File: src/shared/cpu_regs_pkg.sv
`default_nettype none
package cpu_regs_pkg;
   // register widths
   localparam int DATA_W = 8;
   localparam int ADDR_W = 16;
   // stack window: upper ten bits fixed, low six bits count
   localparam logic [15:0] SP_RESET = 16'h00ff;
   localparam logic [9:0] SP_FIXED_HI = 10'h003;
   localparam int SP_LOW_W = 6;
   // program counter: top two bits ignored internally
   localparam int PC_USED_W = 14;
   localparam logic [15:0] PC_RESET = 16'h0000;
   localparam logic [7:0] ACC_RESET = 8'h00;
   localparam logic [7:0] IDX_RESET = 8'h00;
   // condition code bit positions
   localparam int CC_H = 4;
   localparam int CC_I = 3;
   localparam int CC_N = 2;
   localparam int CC_Z = 1;
   localparam int CC_C = 0;
   localparam logic [2:0] CC_FIXED = 3'h7;
   localparam logic [4:0] CC_RESET = 5'h08;
   // stack bytes per frame
   localparam int CALL_BYTES = 2;
   localparam int IRQ_BYTES = 5;

   // result flags offered by the alu; their update enables are separate ports
   typedef struct packed {
      logic h;
      logic n;
      logic z;
      logic c;
   } flags_s;

   // sequencer command to the register file
   typedef enum logic [3:0] {
      CMD_NONE = 4'h0,
      CMD_LOAD_A = 4'h1,
      CMD_LOAD_X = 4'h2,
      CMD_PUSH = 4'h3,
      CMD_PULL = 4'h4,
      CMD_SP_RELOAD = 4'h5,
      CMD_CLI = 4'h6,
      CMD_SEI = 4'h7,
      CMD_LOAD_CC = 4'h8
   } cmd_e;

   // stack byte source / destination selects
   typedef enum logic [2:0] {
      SEL_PCL = 3'h0,
      SEL_PCH = 3'h1,
      SEL_X = 3'h2,
      SEL_A = 3'h3,
      SEL_CC = 3'h4
   } sel_e;
endpackage
`default_nettype wire

File: src/logic/cpu_registers_and_flags.sv
`default_nettype none
module cpu_registers_and_flags (
   input wire logic clk_sys,
   input wire logic rst_b,
   input wire cpu_regs_pkg::cmd_e cmd,
   input wire cpu_regs_pkg::sel_e stk_sel,
   input wire logic [7:0] data_in,
   input wire logic pc_inc,
   input wire logic pc_load,
   input wire logic [15:0] pc_target,
   input wire logic flag_we,
   input wire logic flag_c_we,
   input wire cpu_regs_pkg::flags_s alu_flags,
   input wire logic irq_pin,
   input wire logic irq_start,
   input wire logic vec_fetch,
   input wire logic [15:0] vec_addr,
   output logic [7:0] acc,
   output logic [7:0] idx,
   output logic [15:0] sp,
   output logic [15:0] pc,
   output logic [7:0] ccr,
   output logic [7:0] stk_wdata,
   output logic irq_service,
   output logic [2:0] irq_step
);
   ////////////////////////////////////////////////////////////
   // interrupt entry sequencer
   typedef enum logic [6:0] {
      ST_IDLE = 7'b0000001,
      ST_PCL = 7'b0000010,
      ST_PCH = 7'b0000100,
      ST_X = 7'b0001000,
      ST_A = 7'b0010000,
      ST_CC = 7'b0100000,
      ST_VEC = 7'b1000000
   } irq_st_e;

   irq_st_e st_r;
   logic irq_s1_r; // first synchroniser stage only
   logic irq_s2_r;
   logic pend; // latched request
   logic [7:0] acc_r;
   logic [7:0] idx_r;
   logic [5:0] sp_low_r; // only the low six bits exist
   logic [13:0] pc_r; // two top bits never stored
   logic h_r, i_r, n_r, z_r, c_r;
   logic [7:0] stk_wdata_r;
   logic irq_service_r;
   logic [2:0] irq_step_r;
   logic do_push, do_pull;
   logic entry_go;

   // pack the condition code byte, top bits fixed high
   function automatic logic [7:0] pack_cc(input logic h, i, n, z, c);
      pack_cc = {cpu_regs_pkg::CC_FIXED, h, i, n, z, c};
   endfunction

   ////////////////////////////////////////////////////////////
   // pin synchroniser: the first stage feeds only the second
   always_ff @(posedge clk_sys or negedge rst_b) begin
      if (!rst_b) begin
         irq_s1_r <= 1'b0;
         irq_s2_r <= 1'b0;
      end else begin
         irq_s1_r <= irq_pin;
         irq_s2_r <= irq_s1_r;
      end
   end

   irq_latch u_latch (
      .clk_sys(clk_sys),
      .rst_b(rst_b),
      .irq_req(irq_s2_r),
      .irq_taken(entry_go),
      .irq_pend(pend)
   );

   // entry only starts while the mask is clear; else request waits
   assign entry_go = (st_r == ST_IDLE) && irq_start && pend && !i_r;

   // stack direction: entry pushes, sequencer pushes and pulls
   assign do_push = (cmd == cpu_regs_pkg::CMD_PUSH) ||
      (st_r inside {ST_PCL, ST_PCH, ST_X, ST_A, ST_CC});
   assign do_pull = (cmd == cpu_regs_pkg::CMD_PULL) && (st_r == ST_IDLE);

   ////////////////////////////////////////////////////////////
   // entry state machine: five pushes, then mask, then vector
   always_ff @(posedge clk_sys or negedge rst_b) begin
      if (!rst_b) begin
         st_r <= ST_IDLE;
      end else begin
         unique case (st_r)
            ST_IDLE: begin
               if (entry_go) st_r <= ST_PCL;
            end
            ST_PCL: st_r <= ST_PCH;
            ST_PCH: st_r <= ST_X;
            ST_X: st_r <= ST_A;
            ST_A: st_r <= ST_CC;
            ST_CC: st_r <= ST_VEC; // five bytes in total
            ST_VEC: begin
               if (vec_fetch) st_r <= ST_IDLE;
            end
            default: st_r <= ST_IDLE;
         endcase
      end
   end

   ////////////////////////////////////////////////////////////
   // stack byte offered to memory during a push
   always_ff @(posedge clk_sys or negedge rst_b) begin
      if (!rst_b) begin
         stk_wdata_r <= 8'h00;
      end else begin
         unique case (st_r)
            ST_PCL: stk_wdata_r <= {pc_r[7:0]};
            ST_PCH: stk_wdata_r <= {2'b00, pc_r[13:8]};
            ST_X: stk_wdata_r <= idx_r;
            ST_A: stk_wdata_r <= acc_r;
            ST_CC: stk_wdata_r <= pack_cc(h_r, i_r, n_r, z_r, c_r);
            default: begin
               unique case (stk_sel)
                  cpu_regs_pkg::SEL_PCL: stk_wdata_r <= pc_r[7:0];
                  cpu_regs_pkg::SEL_PCH: stk_wdata_r <= {2'b00, pc_r[13:8]};
                  cpu_regs_pkg::SEL_X: stk_wdata_r <= idx_r;
                  cpu_regs_pkg::SEL_A: stk_wdata_r <= acc_r;
                  default: stk_wdata_r <= pack_cc(h_r, i_r, n_r, z_r, c_r);
               endcase
            end
         endcase
      end
   end

   ////////////////////////////////////////////////////////////
   // stack pointer: six live bits, so wrap at the window ends is free
   always_ff @(posedge clk_sys or negedge rst_b) begin
      if (!rst_b) begin
         sp_low_r <= cpu_regs_pkg::SP_RESET[5:0];
      end else if (cmd == cpu_regs_pkg::CMD_SP_RELOAD && st_r == ST_IDLE) begin
         sp_low_r <= cpu_regs_pkg::SP_RESET[5:0];
      end else if (do_push) begin
         sp_low_r <= sp_low_r - 6'h01; // wraps 00c0 to 00ff
      end else if (do_pull) begin
         sp_low_r <= sp_low_r + 6'h01;
      end
   end

   ////////////////////////////////////////////////////////////
   // accumulator and index: only the sequencer reaches them
   always_ff @(posedge clk_sys or negedge rst_b) begin
      if (!rst_b) begin
         acc_r <= cpu_regs_pkg::ACC_RESET;
      end else if (st_r == ST_IDLE && (cmd == cpu_regs_pkg::CMD_LOAD_A ||
                   (do_pull && stk_sel == cpu_regs_pkg::SEL_A))) begin
         acc_r <= data_in;
      end
   end

   always_ff @(posedge clk_sys or negedge rst_b) begin
      if (!rst_b) begin
         idx_r <= cpu_regs_pkg::IDX_RESET;
      end else if (st_r == ST_IDLE && (cmd == cpu_regs_pkg::CMD_LOAD_X ||
                   (do_pull && stk_sel == cpu_regs_pkg::SEL_X))) begin
         idx_r <= data_in;
      end
   end

   ////////////////////////////////////////////////////////////
   // program counter: vector, then pulls, jumps, then increment
   always_ff @(posedge clk_sys or negedge rst_b) begin
      if (!rst_b) begin
         pc_r <= cpu_regs_pkg::PC_RESET[13:0];
      end else if (st_r == ST_VEC && vec_fetch) begin
         pc_r <= vec_addr[13:0];
      end else if (do_pull && stk_sel == cpu_regs_pkg::SEL_PCH) begin
         pc_r <= {data_in[5:0], pc_r[7:0]};
      end else if (do_pull && stk_sel == cpu_regs_pkg::SEL_PCL) begin
         pc_r <= {pc_r[13:8], data_in};
      end else if (st_r == ST_IDLE && pc_load) begin
         pc_r <= pc_target[13:0];
      end else if (st_r == ST_IDLE && pc_inc) begin
         pc_r <= pc_r + 14'h0001;
      end
   end

   ////////////////////////////////////////////////////////////
   // interrupt mask: set by reset and entry, cleared only by software
   always_ff @(posedge clk_sys or negedge rst_b) begin
      if (!rst_b) begin
         i_r <= cpu_regs_pkg::CC_RESET[cpu_regs_pkg::CC_I];
      end else if (st_r == ST_CC) begin
         i_r <= 1'b1; // mask after the stacking
      end else if (st_r == ST_IDLE && cmd == cpu_regs_pkg::CMD_SEI) begin
         i_r <= 1'b1;
      end else if (st_r == ST_IDLE && cmd == cpu_regs_pkg::CMD_CLI) begin
         i_r <= 1'b0;
      end else if (st_r == ST_IDLE && (cmd == cpu_regs_pkg::CMD_LOAD_CC ||
                   (do_pull && stk_sel == cpu_regs_pkg::SEL_CC))) begin
         i_r <= data_in[cpu_regs_pkg::CC_I]; // return restores
      end
   end

   ////////////////////////////////////////////////////////////
   // result flags: alu supplies values, the sequencer says which update
   always_ff @(posedge clk_sys or negedge rst_b) begin
      if (!rst_b) begin
         h_r <= cpu_regs_pkg::CC_RESET[cpu_regs_pkg::CC_H];
         n_r <= cpu_regs_pkg::CC_RESET[cpu_regs_pkg::CC_N];
         z_r <= cpu_regs_pkg::CC_RESET[cpu_regs_pkg::CC_Z];
         c_r <= cpu_regs_pkg::CC_RESET[cpu_regs_pkg::CC_C];
      end else if (st_r == ST_IDLE && (cmd == cpu_regs_pkg::CMD_LOAD_CC ||
                   (do_pull && stk_sel == cpu_regs_pkg::SEL_CC))) begin
         h_r <= data_in[cpu_regs_pkg::CC_H];
         n_r <= data_in[cpu_regs_pkg::CC_N];
         z_r <= data_in[cpu_regs_pkg::CC_Z];
         c_r <= data_in[cpu_regs_pkg::CC_C];
      end else if (st_r == ST_IDLE && flag_we) begin
         h_r <= alu_flags.h;
         n_r <= alu_flags.n;
         z_r <= alu_flags.z;
         if (flag_c_we) c_r <= alu_flags.c;
      end else if (st_r == ST_IDLE && flag_c_we) begin
         c_r <= alu_flags.c; // carry-only instructions
      end
   end

   ////////////////////////////////////////////////////////////
   // entry status seen by the sequencer
   always_ff @(posedge clk_sys or negedge rst_b) begin
      if (!rst_b) begin
         irq_service_r <= 1'b0;
         irq_step_r <= 3'h0;
      end else begin
         irq_service_r <= (st_r != ST_IDLE) || entry_go;
         unique case (st_r)
            ST_PCL: irq_step_r <= 3'h1;
            ST_PCH: irq_step_r <= 3'h2;
            ST_X: irq_step_r <= 3'h3;
            ST_A: irq_step_r <= 3'h4;
            ST_CC: irq_step_r <= 3'h5;
            default: irq_step_r <= 3'h0;
         endcase
      end
   end

   // registers leave only on dedicated ports, no address decode
   assign acc = acc_r;
   assign idx = idx_r;
   assign sp = {cpu_regs_pkg::SP_FIXED_HI, sp_low_r};
   assign pc = {2'b00, pc_r};
   assign ccr = pack_cc(h_r, i_r, n_r, z_r, c_r);
   assign stk_wdata = stk_wdata_r;
   assign irq_service = irq_service_r;
   assign irq_step = irq_step_r;

   ////////////////////////////////////////////////////////////
   // checks
   sp_window_a: assert property (@(posedge clk_sys) disable iff (!rst_b)
      sp[15:6] == 10'h003) else $error("stack pointer left window");
   sp_reload_a: assert property (@(posedge clk_sys) disable iff (!rst_b)
      (cmd == cpu_regs_pkg::CMD_SP_RELOAD && st_r == ST_IDLE) |=> sp == cpu_regs_pkg::SP_RESET)
      else $error("stack reload failed");
   sp_push_a: assert property (@(posedge clk_sys) disable iff (!rst_b)
      (do_push && cmd != cpu_regs_pkg::CMD_SP_RELOAD) |=> sp[5:0] == $past(sp[5:0]) - 6'h01)
      else $error("push did not decrement");
   entry_five_a: assert property (@(posedge clk_sys) disable iff (!rst_b)
      entry_go |=> (st_r == ST_PCL) ##4 (st_r == ST_CC) ##1 (sp[5:0] == $past(sp[5:0], 5) - 6'h05))
      else $error("entry not five bytes");
   mask_entry_a: assert property (@(posedge clk_sys) disable iff (!rst_b)
      (st_r == ST_CC) |=> i_r && st_r == ST_VEC) else $error("mask not set at entry");
   mask_hold_a: assert property (@(posedge clk_sys) disable iff (!rst_b)
      ($fell(i_r)) |-> $past(cmd == cpu_regs_pkg::CMD_CLI || cmd == cpu_regs_pkg::CMD_LOAD_CC ||
      cmd == cpu_regs_pkg::CMD_PULL)) else $error("mask cleared by hardware");
   no_entry_masked_a: assert property (@(posedge clk_sys) disable iff (!rst_b)
      i_r |-> !entry_go) else $error("entry while masked");
   cc_top_a: assert property (@(posedge clk_sys) disable iff (!rst_b)
      ccr[7:5] == 3'h7) else $error("cc top bits not ones");
   pc_inc_a: assert property (@(posedge clk_sys) disable iff (!rst_b)
      (st_r == ST_IDLE && pc_inc && !pc_load && !do_pull) |=> pc[13:0] == $past(pc[13:0]) + 14'h0001)
      else $error("pc did not advance");

   ////////////////////////////////////////////////////////////
   // further checks on loads, the stack and the entry sequence
   // a pull always moves the pointer up one slot
   sp_pull_a: assert property (@(posedge clk_sys) disable iff (!rst_b)
      do_pull |=> sp[5:0] == $past(sp[5:0]) + 6'h01)
      else $error("pull did not increment");
   // a push from the window floor lands back at the top, no error
   sp_wrap_a: assert property (@(posedge clk_sys) disable iff (!rst_b)
      (do_push && sp[5:0] == 6'h00) |=> sp == cpu_regs_pkg::SP_RESET)
      else $error("stack did not wrap");
   // accumulator takes the offered byte on a load
   acc_load_a: assert property (@(posedge clk_sys) disable iff (!rst_b)
      (st_r == ST_IDLE && cmd == cpu_regs_pkg::CMD_LOAD_A) |=> acc == $past(data_in))
      else $error("accumulator load lost");
   // index register takes the offered byte on a load
   idx_load_a: assert property (@(posedge clk_sys) disable iff (!rst_b)
      (st_r == ST_IDLE && cmd == cpu_regs_pkg::CMD_LOAD_X) |=> idx == $past(data_in))
      else $error("index load lost");
   // the pc must not move while its bytes are being stacked
   entry_pc_a: assert property (@(posedge clk_sys) disable iff (!rst_b)
      (st_r inside {ST_PCL, ST_PCH, ST_X, ST_A, ST_CC}) |=> pc == $past(pc))
      else $error("pc moved during entry");
   // the vector replaces the pc in one step, top bits dropped
   vec_load_a: assert property (@(posedge clk_sys) disable iff (!rst_b)
      (st_r == ST_VEC && vec_fetch) |=> pc[13:0] == $past(vec_addr[13:0]))
      else $error("vector not loaded");
   // a masked request stays pending until the mask opens
   pend_hold_a: assert property (@(posedge clk_sys) disable iff (!rst_b)
      (pend && i_r) |=> pend)
      else $error("masked request lost");
   // pulling the cc byte restores the mask and every flag
   cc_restore_a: assert property (@(posedge clk_sys) disable iff (!rst_b)
      (do_pull && stk_sel == cpu_regs_pkg::SEL_CC) |=> ccr[4:0] == $past(data_in[4:0]))
      else $error("cc not restored");
   // the step count reads one after the low pc byte, the first push
   step_order_a: assert property (@(posedge clk_sys) disable iff (!rst_b)
      (st_r == ST_PCL) |=> irq_step == 3'h1)
      else $error("entry step out of order");
endmodule
`default_nettype wire

File: src/logic/irq_latch.sv
`default_nettype none
// pending interrupt latch: holds a request until entry takes it
module irq_latch (
   input wire logic clk_sys,
   input wire logic rst_b,
   input wire logic irq_req,
   input wire logic irq_taken,
   output logic irq_pend
);
   logic pend_r;
   // request set wins over the taking clear
   always_ff @(posedge clk_sys or negedge rst_b) begin
      if (!rst_b) begin
         pend_r <= 1'b0;
      end else if (irq_req) begin
         pend_r <= 1'b1;
      end else if (irq_taken) begin
         pend_r <= 1'b0;
      end
   end
   assign irq_pend = pend_r;
endmodule
`default_nettype wire

File: config.mk
export PLATFORM = sky130hd
export DESIGN_NAME = cpu_registers_and_flags
export DESIGN_NICKNAME = d
export VERILOG_FILES = /design/src/shared/cpu_regs_pkg.sv /design/src/logic/cpu_registers_and_flags.sv /design/src/logic/irq_latch.sv
export SDC_FILE = /design/constraint.sdc
export NUM_CORES = 1
export LEC_CHECK = 0
export BUFFER_PORTS_ARGS = -buffer_cell sky130_fd_sc_hd__buf_2
export CORE_AREA = 10 10 99 101
export CTS_CLUSTER_DIAMETER = 30
export DETAILED_ROUTE_END_ITERATION = 10
export DIE_AREA = 0 0 109 111
export PLACE_DENSITY_LB_ADDON = 0.12
export SYNTH_ARGS = -nofsm -noshare
export SYNTH_HDL_FRONTEND = slang
export SYNTH_SLANG_ARGS = --single-unit
File: constraint.sdc
create_clock -name clk_sys -period 4 [get_ports clk_sys]
set_input_delay 0.2 -clock clk_sys [delete_from_list [all_inputs] [get_ports clk_sys]]
set_output_delay 0.2 -clock clk_sys [all_outputs]
set_load 0.02 [all_outputs]
Yosys cells after proc, flatten, opt, wreduce, memory -nomap -nowiden --
Index checks and enable logic that the tools add are counted.
Storage, ports and cells: output and inout port bits 68, bits in registers 63
Operators by class: reduce and logical (&&, ||, !) cells 39, $add $sub $neg 3, mux-type cells 30, equality and inequality tests 25
Operator list (number):
- 14-bit 2-to-1 mux | 5
- 7-bit one-hot mux with 7 select lines | 1
- 8-bit one-hot mux with 5 select lines | 1
- 8-bit one-hot mux with 4 select lines | 1
- 1-bit logical AND | 20
- 6-bit 2-to-1 mux | 3
- 4-bit by 3-bit equality test with 1-bit output (second input constant) | 4
- 1-bit 2-to-1 mux | 16
- 3-bit one-hot mux with 5 select lines | 1
- 14-bit by 1-bit adder with 14-bit output (second input constant) | 1
- 7-bit 2-to-1 mux | 2
- 4-bit nonzero test | 3
- 4-bit by 2-bit equality test with 1-bit output (second input constant) | 2
- 2-bit AND reduction | 4
- 7-bit by 1-bit equality test with 1-bit output (second input constant) | 1
- 7-bit by 2-bit equality test with 1-bit output (second input constant) | 1
- 7-bit by 3-bit equality test with 1-bit output (second input constant) | 1
- 7-bit by 4-bit equality test with 1-bit output (second input constant) | 1
- 7-bit by 5-bit equality test with 1-bit output (second input constant) | 1
- 7-bit by 6-bit equality test with 1-bit output (second input constant) | 1
- 7-bit equality test (second input constant) | 1
- 7-bit by 1-bit != test with 1-bit output (second input constant) | 1
- 6-bit by 1-bit adder with 6-bit output (second input constant) | 1
- 3-bit by 2-bit equality test with 1-bit output (second input constant) | 2
- other kinds (13) | 22

Logic depth before layout (Yosys ltp) --
Gate-level depths: netlist of the first run.
depth after elaboration 9, mapped depth 11, gate-level depth less buffers 10

Modules after synthesis --
From an unflattened synthesis of the first run, not the netlist that was laid out.
Second synthesis, totals: cell total of the unflattened synthesis 410, area, all modules 4053.9 µm²
Modules (own cells, without submodules):
- cpu_registers_and_flags | area an instance 4017.6 µm², cells each 407, times used 1
- irq_latch | area an instance 36.3 µm², cells each 3, times used 1

Least setup slack after synthesis of the first run --
OpenSTA, ideal clock, no wires.
kind flip-flop to flip-flop, start register st_r[3], end register sp_low_r[4], arrival time 2526 ps, stages on the path, launching flop included 12, period minus slack after synthesis 2609 ps, path buffers 1, slack 1391 ps, cells stage by stage dfrtp_1 > buf_2 > xor2_1 > o211ai_1 > a211oi_1 > nand2b_1 > ha_1 > a21o_1 > a21oi_1 > xor2_1 > nand2_1 > mux2_2
On the way: word-level cells in the longest chain between the ends 5, elaborated cells on any way between the ends 13, classes of those cells 6 x eq/ne; 2 x mux; 5 x reduce/logical
RTL lines:
- start, declared | RTL line cpu_registers_and_flags.sv:39 | irq_st_e st_r;
- start signal, assigned | RTL line cpu_registers_and_flags.sv:91 | st_r <= ST_IDLE;
- start signal, assigned | RTL line cpu_registers_and_flags.sv:95 | if (entry_go) st_r <= ST_PCL;
- start signal, assigned | RTL line cpu_registers_and_flags.sv:97 | ST_PCL: st_r <= ST_PCH;
- 7-bit by 2-bit equality test with 1-bit output (tied with other cells) | RTL line cpu_registers_and_flags.sv:84 | (st_r inside {ST_PCL, ST_PCH, ST_X, ST_A, ST_CC});
- 5-bit nonzero test | RTL line cpu_registers_and_flags.sv:84
- 1-bit logical OR | RTL line cpu_registers_and_flags.sv:83 | assign do_push = (cmd == cpu_regs_pkg::CMD_PUSH) ||
- 6-bit 2-to-1 mux | RTL line cpu_registers_and_flags.sv:142 | end else if (do_push) begin
- 6-bit 2-to-1 mux | RTL line cpu_registers_and_flags.sv:140 | end else if (cmd == cpu_regs_pkg::CMD_SP_RELOAD && st_r == ST_IDLE) begin
- end signal, assigned | RTL line cpu_registers_and_flags.sv:139 | sp_low_r <= cpu_regs_pkg::SP_RESET[5:0];
- end signal, assigned | RTL line cpu_registers_and_flags.sv:141 | sp_low_r <= cpu_regs_pkg::SP_RESET[5:0];
- end signal, assigned | RTL line cpu_registers_and_flags.sv:143 | sp_low_r <= sp_low_r - 6'h01;
- end, declared | RTL line cpu_registers_and_flags.sv:45 | logic [5:0] sp_low_r;
Several ways; a longest one is shown, not always the timed one. A chain may end at the register's enable or synchronous reset.

Worst setup path after layout of the first run --
start register st_r[1], end register sp_low_r[5]
Same word-level chain as after synthesis.

==> results of run 1 <==
==> power groups by stage <==
stage	clock network [mW]	registers, mW	logic [mW]
finish	0.563	1.30	1.82
global route	0.596	1.33	1.98
CTS	0.568	1.28	1.82
detailed placement	0	1.29	1.81
global placement	0	1.28	1.77
floorplan	0	1.45	1.08
==> registers in the layout, indices dropped and copies added, names as in the netlist <==
signal and count:
u_latch.irq_pend 1, irq_service 1, i_r 1, irq_step 3, c_r 1, stk_wdata 8
pc_r 14, irq_s2_r 1, sp_low_r 6, h_r 1, acc 8, st_r 7
idx 8, irq_s1_r 1, n_r 1, z_r 1
==> area by class of cell <==
type,count,area (µm²)
clock buffers,12,145
clock inverters,4,45.0
fillers,699,2940
inverters,11,41.3
multi-input cells,327,2500
flip-flops and latches,63,1590
well taps,105,131
repair buffers,112,576
==> timing repair <==
item                       4_1_cts  5_1_grt
hold buffers                     2        0
setup endpoints to repair        0        0
hold endpoints to repair        29        0
==> cells by family (layout without fill, tap and decap cells) <==
| group | after synthesis | after routing | synth area share |
|---|---|---|---|
| other cells | 2 | 15 | 0.00172 |
| simple gates | 134 | 134 | 0.197 |
| flops | 63 | 63 | 0.364 |
| xor+xnor | 7 | 7 | 0.0141 |
| mux | 40 | 40 | 0.116 |
| fa+ha+maj | 6 | 6 | 0.0190 |
| compound gates | 125 | 125 | 0.215 |
| buf+inv | 57 | 139 | 0.0727 |
==> critical path, cell delays in order, from the launching register on <==
cell and delay [ps]:
dfrtp_1 530, xor2_1 220, o211ai_1 100, a211oi_1 260, buf_4 280, nand2b_1 260
ha_1 230, o21ai_0 120, o21ai_0 330, nand2_1 150, a222oi_1 350, nand3_1 120
==> synth_stat cells, types with 3 or more instances <==
cell type,n
a2bb2oi_1,3
a22oi_1,15
or3_1,4
clkbuf_1,7
nor2b_1,5
nor2_1,18
ha_1,5
nand3_1,18
dfstp_2,8
a211o_1,6
buf_4,21
o221ai_1,5
dfrtp_1,55
nand4_1,8
mux2_2,23
xnor2_1,3
mux4_2,6
a21oi_1,12
a31oi_1,9
inv_1,11
nor3_1,9
and4_1,4
nand2b_1,7
a222oi_1,7
nor4_4,3
a221o_1,6
and3_1,10
xor2_1,4
mux2i_1,11
a221oi_1,5
o211ai_1,17
a211oi_1,6
o21ai_0,17
buf_2,13
buf_1,4
nand2_1,21
==> worst paths after layout <==
path                                   from     endpoint  slack (ps)  cells after the start
worst max register to register      st_r[1]  sp_low_r[5]         960                     11
min in group asynchronous             rst_b  irq_step[2]         500                      2
worst max-delay path                st_r[1]  sp_low_r[5]         960                     11
max in group asynchronous             rst_b       acc[3]        2600                      3
worst min-delay path            vec_addr[0]      pc_r[0]          50                      3
worst min register to register     irq_s1_r     irq_s2_r         350                      0
==> layer usage <==
layer / GRT usage / routed length [µm]
met3: 0.0640 / 1340
met5: 0 / 0
met2: 0.365 / 6670
met1: 0.300 / 5700
met4: 0.0607 / 314
==> impl_metrics.tcl, run 1 <==
set metrics [dict create \
    fin_cells 634 \
    fp-row-count 33 \
    cts_max_level 3 \
    period_needed_ps 3040 \
    drt_iter0_drc 467 \
    ant_nets 0 \
    cts-resized-gates 0 \
    clk_pin_slew_ps 80 \
    grt_max_degree 38 \
    start_kind "register" \
    overflow 0 \
    power.total_mw 3.67 \
    fin_ws_ps 963 \
    routed_wirelength_mm 14.0 \
    dp.cells 616 \
    pwr-share-seq 0.353 \
    vias 4054 \
    yosysSeqAreaShare 0.364 \
    gp_congestion 0.971 \
    cts_num_sinks 63 \
    cp.required_ps 4270 \
    ir_worst_vdd_mv 0.432 \
    place_area_um2 4820 \
    final_common_cell "buf_2" \
    worst_pin_slew_ps 920 \
    cts_tree "done" \
    final_cell_mix "buf_2, dfrtp_1, mux2_2" \
    cp.arrival_ps 3300 \
    intPower_mw 1.98 \
    utilization 0.631 \
    fin_crit_sh 0.759 \
    post-dp-hpwl_mm 10.1 \
    yosysTopAreaCell "dfrtp_1" \
    synth.area.top_cells "dfrtp_1, mux2_2, dfstp_2, buf_4, mux4_2" \
    drc 0 \
    cts_root_buffer "clkbuf_8" \
    p_leak_nw 2.21 \
    stdcell_area_um2 5030 \
    grt.total_usage 0.231 \
    clkLatencyLatePin_ps 350 \
    crit_type "reg -> reg" \
    wire_per_inst_um 22.1 \
    post_synth.cell_area_avg_um2 10.0 \
    finalHoldViolCount 0 \
    ys_types 72 \
    rsz0062_at_grt "no" \
    die-area_um2 12100 \
    ioPinCount 128 \
    first_pass_iters 8 \
    finalMaxSlewViolations 0 \
    coreArea_um2 7970 \
    drive_gt1_frac 0.348 \
    whs_ps 51.2 \
    yosys_most_used_dff "dfrtp_1" \
    cp_max_fo 15 \
    slew_headroom 0.384 \
    die_w_um 109 \
    max_cap_viol_count 0 \
    finClkSkew_ps 8.37 \
    setup_tns_ps 0 \
    post-place-ws_ps 1040 \
    synth_cells 434 \
    initial_core_util 0.547 \
    synth-edff-count 0 \
    numPortBuffers 108 \
    max_freq_ghz 0.329 \
    diodes 0 \
    grt_pass1_wl_mm 22.2 \
    area_delta_synth_final_pct 15.4 \
    grt_antenna_before_repair 0 \
    fp.dieH_um 111 \
    outcome "completed" \
    synth.ff_latch_count 63 \
    cts-buffers-inserted 9 \
    power_density_nw_per_um2 731 \
    syn_area_um2 4360 \
    endpoint_kind "register" \
    grt_pass1_vias 4039 \
    p_sw_mw 1.70 \
    post-cts-setup-buffers 0 \
    setup_viol 0 \
    power.share.clock 0.153 \
    p_sw_frac 0.461 \
    avgViaCountPerCell 6.39 \
    fin_nets 590 \
    clockBufferDepth 2 \
    synthArstFlopShare 1.00 \
    p_comb_frac 0.494 \
    synth.top_cell.area_share 0.316 \
    hold_path_class "in -> reg" \
    yosys_warnings 0 \
]
Power figures use the tool's default switching activity.
==> inputs of run 2 (changes only) <==
--- a/config.mk
+++ b/config.mk
@@ -5,11 +5,12 @@
 export SDC_FILE = /design/constraint.sdc
 export NUM_CORES = 1
 export LEC_CHECK = 0
+export ABC_AREA = 1
 export BUFFER_PORTS_ARGS = -buffer_cell sky130_fd_sc_hd__buf_2
-export CORE_AREA = 10 10 99 101
+export CORE_AREA = 10 10 102 104
 export CTS_CLUSTER_DIAMETER = 30
 export DETAILED_ROUTE_END_ITERATION = 10
-export DIE_AREA = 0 0 109 111
+export DIE_AREA = 0 0 112 114
 export PLACE_DENSITY_LB_ADDON = 0.12
 export SYNTH_ARGS = -nofsm -noshare
 export SYNTH_HDL_FRONTEND = slang
==> constraint.sdc (replaced) <==
create_clock -name clk_sys -period 3.2 [get_ports clk_sys]
set_input_delay 0.16 -clock clk_sys [delete_from_list [all_inputs] [get_ports clk_sys]]
set_output_delay 0.16 -clock clk_sys [all_outputs]
set_load 0.02 [all_outputs]
==> impl_metrics.tcl, run 2 <==
set metrics [dict create \
    cp_max_fo 8 \
    fp-row-count 34 \
    crit_type "reg -> reg" \
    outcome "completed" \
    numPortBuffers 108 \
    routed_wirelength_mm 14.1 \
    ioPinCount 128 \
    power_density_nw_per_um2 897 \
    synthMuxAreaShare 0.00234 \
    max_cap_viol_count 0 \
    grt_antenna_before_repair 0 \
    synthAdderAreaFrac 0.0193 \
    drc 0 \
    p_comb_frac 0.518 \
    synth.top_cell.area_share 0.322 \
    pwr-share-seq 0.344 \
    grt_pass1_wl_mm 22.4 \
    fin_cells 791 \
    cts_tree "done" \
    finalMaxSlewViolations 0 \
    yosysSeqAreaShare 0.371 \
    post-place-ws_ps 414 \
    start_kind "register" \
    ir_worst_vdd_mv 0.511 \
    grt_pass1_vias 4375 \
    ant_nets 0 \
    rr_endpoint "sp_low_r[5]" \
    area_delta_synth_final_pct 16.7 \
    synth_common_cells "nand2_1, inv_1, nor2_1, dfrtp_1, a21oi_1" \
    reg2reg_slack_ps 350 \
    synth_simple_gate_area_frac 0.293 \
    rsz0062_at_grt "no" \
    cts_root_buffer "clkbuf_8" \
    endpoint_kind "register" \
    clkLatencyLatePin_ps 360 \
    setup_viol 0 \
    yosys.area_share.xor_xnor 0.0102 \
    final_common_cell "nand2_1" \
    cp.arrival_ps 3150 \
    synth_most_common_cell "nand2_1" \
    fin_ws_ps 353 \
    hold_path_class "in -> reg" \
    post-cts-setup-buffers 0 \
    power.total_mw 4.47 \
    yosys_most_used_dff "dfrtp_1" \
    clockBufferDepth 2 \
    intPower_mw 2.21 \
    die-area_um2 12800 \
    yosys_warnings 0 \
    vias 4299 \
    p_sw_mw 2.26 \
    slew_headroom 0.413 \
    die_w_um 112 \
    worst_pin_slew_ps 881 \
    post-dp-hpwl_mm 11.0 \
    clk_pin_slew_ps 80 \
    power.share.clock 0.138 \
    overflow 0 \
    largest_reg_flops 14 \
    p_sw_frac 0.506 \
    finalHoldViolCount 0 \
    synth_top_family_by_area "simple AND/OR/NAND/NOR gates" \
    largest_register "pc_r" \
    cp.required_ps 3500 \
    final_cell_mix "nand2_1, buf_2, inv_1" \
    coreArea_um2 8470 \
    whs_ps 33.4 \
    first_pass_iters 5 \
    finClkSkew_ps 11.4 \
    synth.ff_latch_count 63 \
    initial_core_util 0.505 \
    max_freq_ghz 0.351 \
    syn_area_um2 4270 \
    grt_max_degree 30 \
    crit_path_start "st_r[0]" \
    wire_per_inst_um 17.8 \
    synth-compound-area-share 0.182 \
    synthArstFlopShare 1.00 \
    cts_max_level 3 \
    cts-resized-gates 0 \
    cts-buffers-inserted 9 \
    synth.area.top_cells "dfrtp_1, nand2_1, inv_1, nor2_1, a21oi_1" \
    fin_crit_sh 0.890 \
    diodes 0 \
    gp_congestion 0.909 \
    drive_gt1_frac 0.275 \
    setup_tns_ps 0 \
    worst-r2r-cell-count 18 \
    period_needed_ps 2850 \
    grt.total_usage 0.216 \
    yosysTopAreaCell "dfrtp_1" \
    ys_types 50 \
    drt_iter0_drc 297 \
    avgViaCountPerCell 5.43 \
    cp-endpoint "sp_low_r[5]" \
    dp.cells 773 \
    fin_nets 744 \
    r2r_start "st_r[0]" \
    synth-edff-count 0 \
    post_synth.cell_area_avg_um2 7.50 \
    p_leak_nw 2.67 \
    fp.dieH_um 114 \
    cts_num_sinks 63 \
    synth_cells 570 \
]
## run 2: worst max-delay path, stage by stage (launching register included)
cell	delay (ps)
dfstp_2	540
inv_1	70
nand2_1	70
nor2_1	50
nand2_1	240
nand2_2	140
nor2_2	180
nand3_2	220
ha_1	400
a21oi_1	220
nand2_1	80
nand2_1	80
nand2_1	50
nand2_1	50
nand2_1	60
nand3b_1	150
nand3_1	70
nand2_1	60
inv_1	50
## run 2: layer usage
layer  vias up  global-route usage  routed length, µm
li1       2072                   -                  -
met1      2032               0.266               6120
met2       163               0.354               6700
met3        32              0.0472                840
met4         0              0.0981                414
met5         -                   0                  0
## run 2: how the worst min path moves through the flow
stage	slack, ps	from	end	cells after the start
after floorplan	-140	rst_b	acc[0]	0
after global placement	210	rst_b	u_latch.irq_pend	1
after detailed placement	210	rst_b	u_latch.irq_pend	1
after CTS	30	data_in[1]	z_r	3
after global routing	30	data_in[1]	z_r	3
final	30	data_in[1]	z_r	3
## run 2: what timing repair did
item                       CTS  global route
hold endpoints to repair    26             0
setup endpoints to repair    0             0
hold buffers                 2             0
## run 2: cells by family after synthesis
family / count (synthesis)
XOR/XNOR: 5
AO/OA/AOI/OAI: 120
buffers and inverters: 103
AND/OR/NAND/NOR: 270
flip-flops: 63
multiplexers: 1
adder cells (fa/ha/maj): 6
other: 2
## run 2: final cells by class
class / instances / area [µm²]
Clock buffer: 10 / 128
Fill cell: 844 / 3480
Sequential cell: 63 / 1590
Timing Repair Buffer: 116 / 606
Multi-Input combinational cell: 417 / 2220
Tap cell: 108 / 135
Clock inverter: 6 / 38.8
Inverter: 71 / 270
## run 2: per-stage QoR
stage	util	instance area, µm²
floorplan	-	4320
global placement	0.567	4800
detailed placement	0.567	4800
CTS	0.589	4990
global route	0.589	4990
finish	0.589	4990
## run 2: power by group through the flow
stage / logic (mW) / clock network (mW) / registers, mW
final: 2.32 / 0.618 / 1.54
after global routing: 2.57 / 0.664 / 1.59
after CTS: 2.33 / 0.620 / 1.53
after detailed placement: 2.32 / 0 / 1.55
after global placement: 2.28 / 0 / 1.54
after floorplan: 1.36 / 0 / 1.76
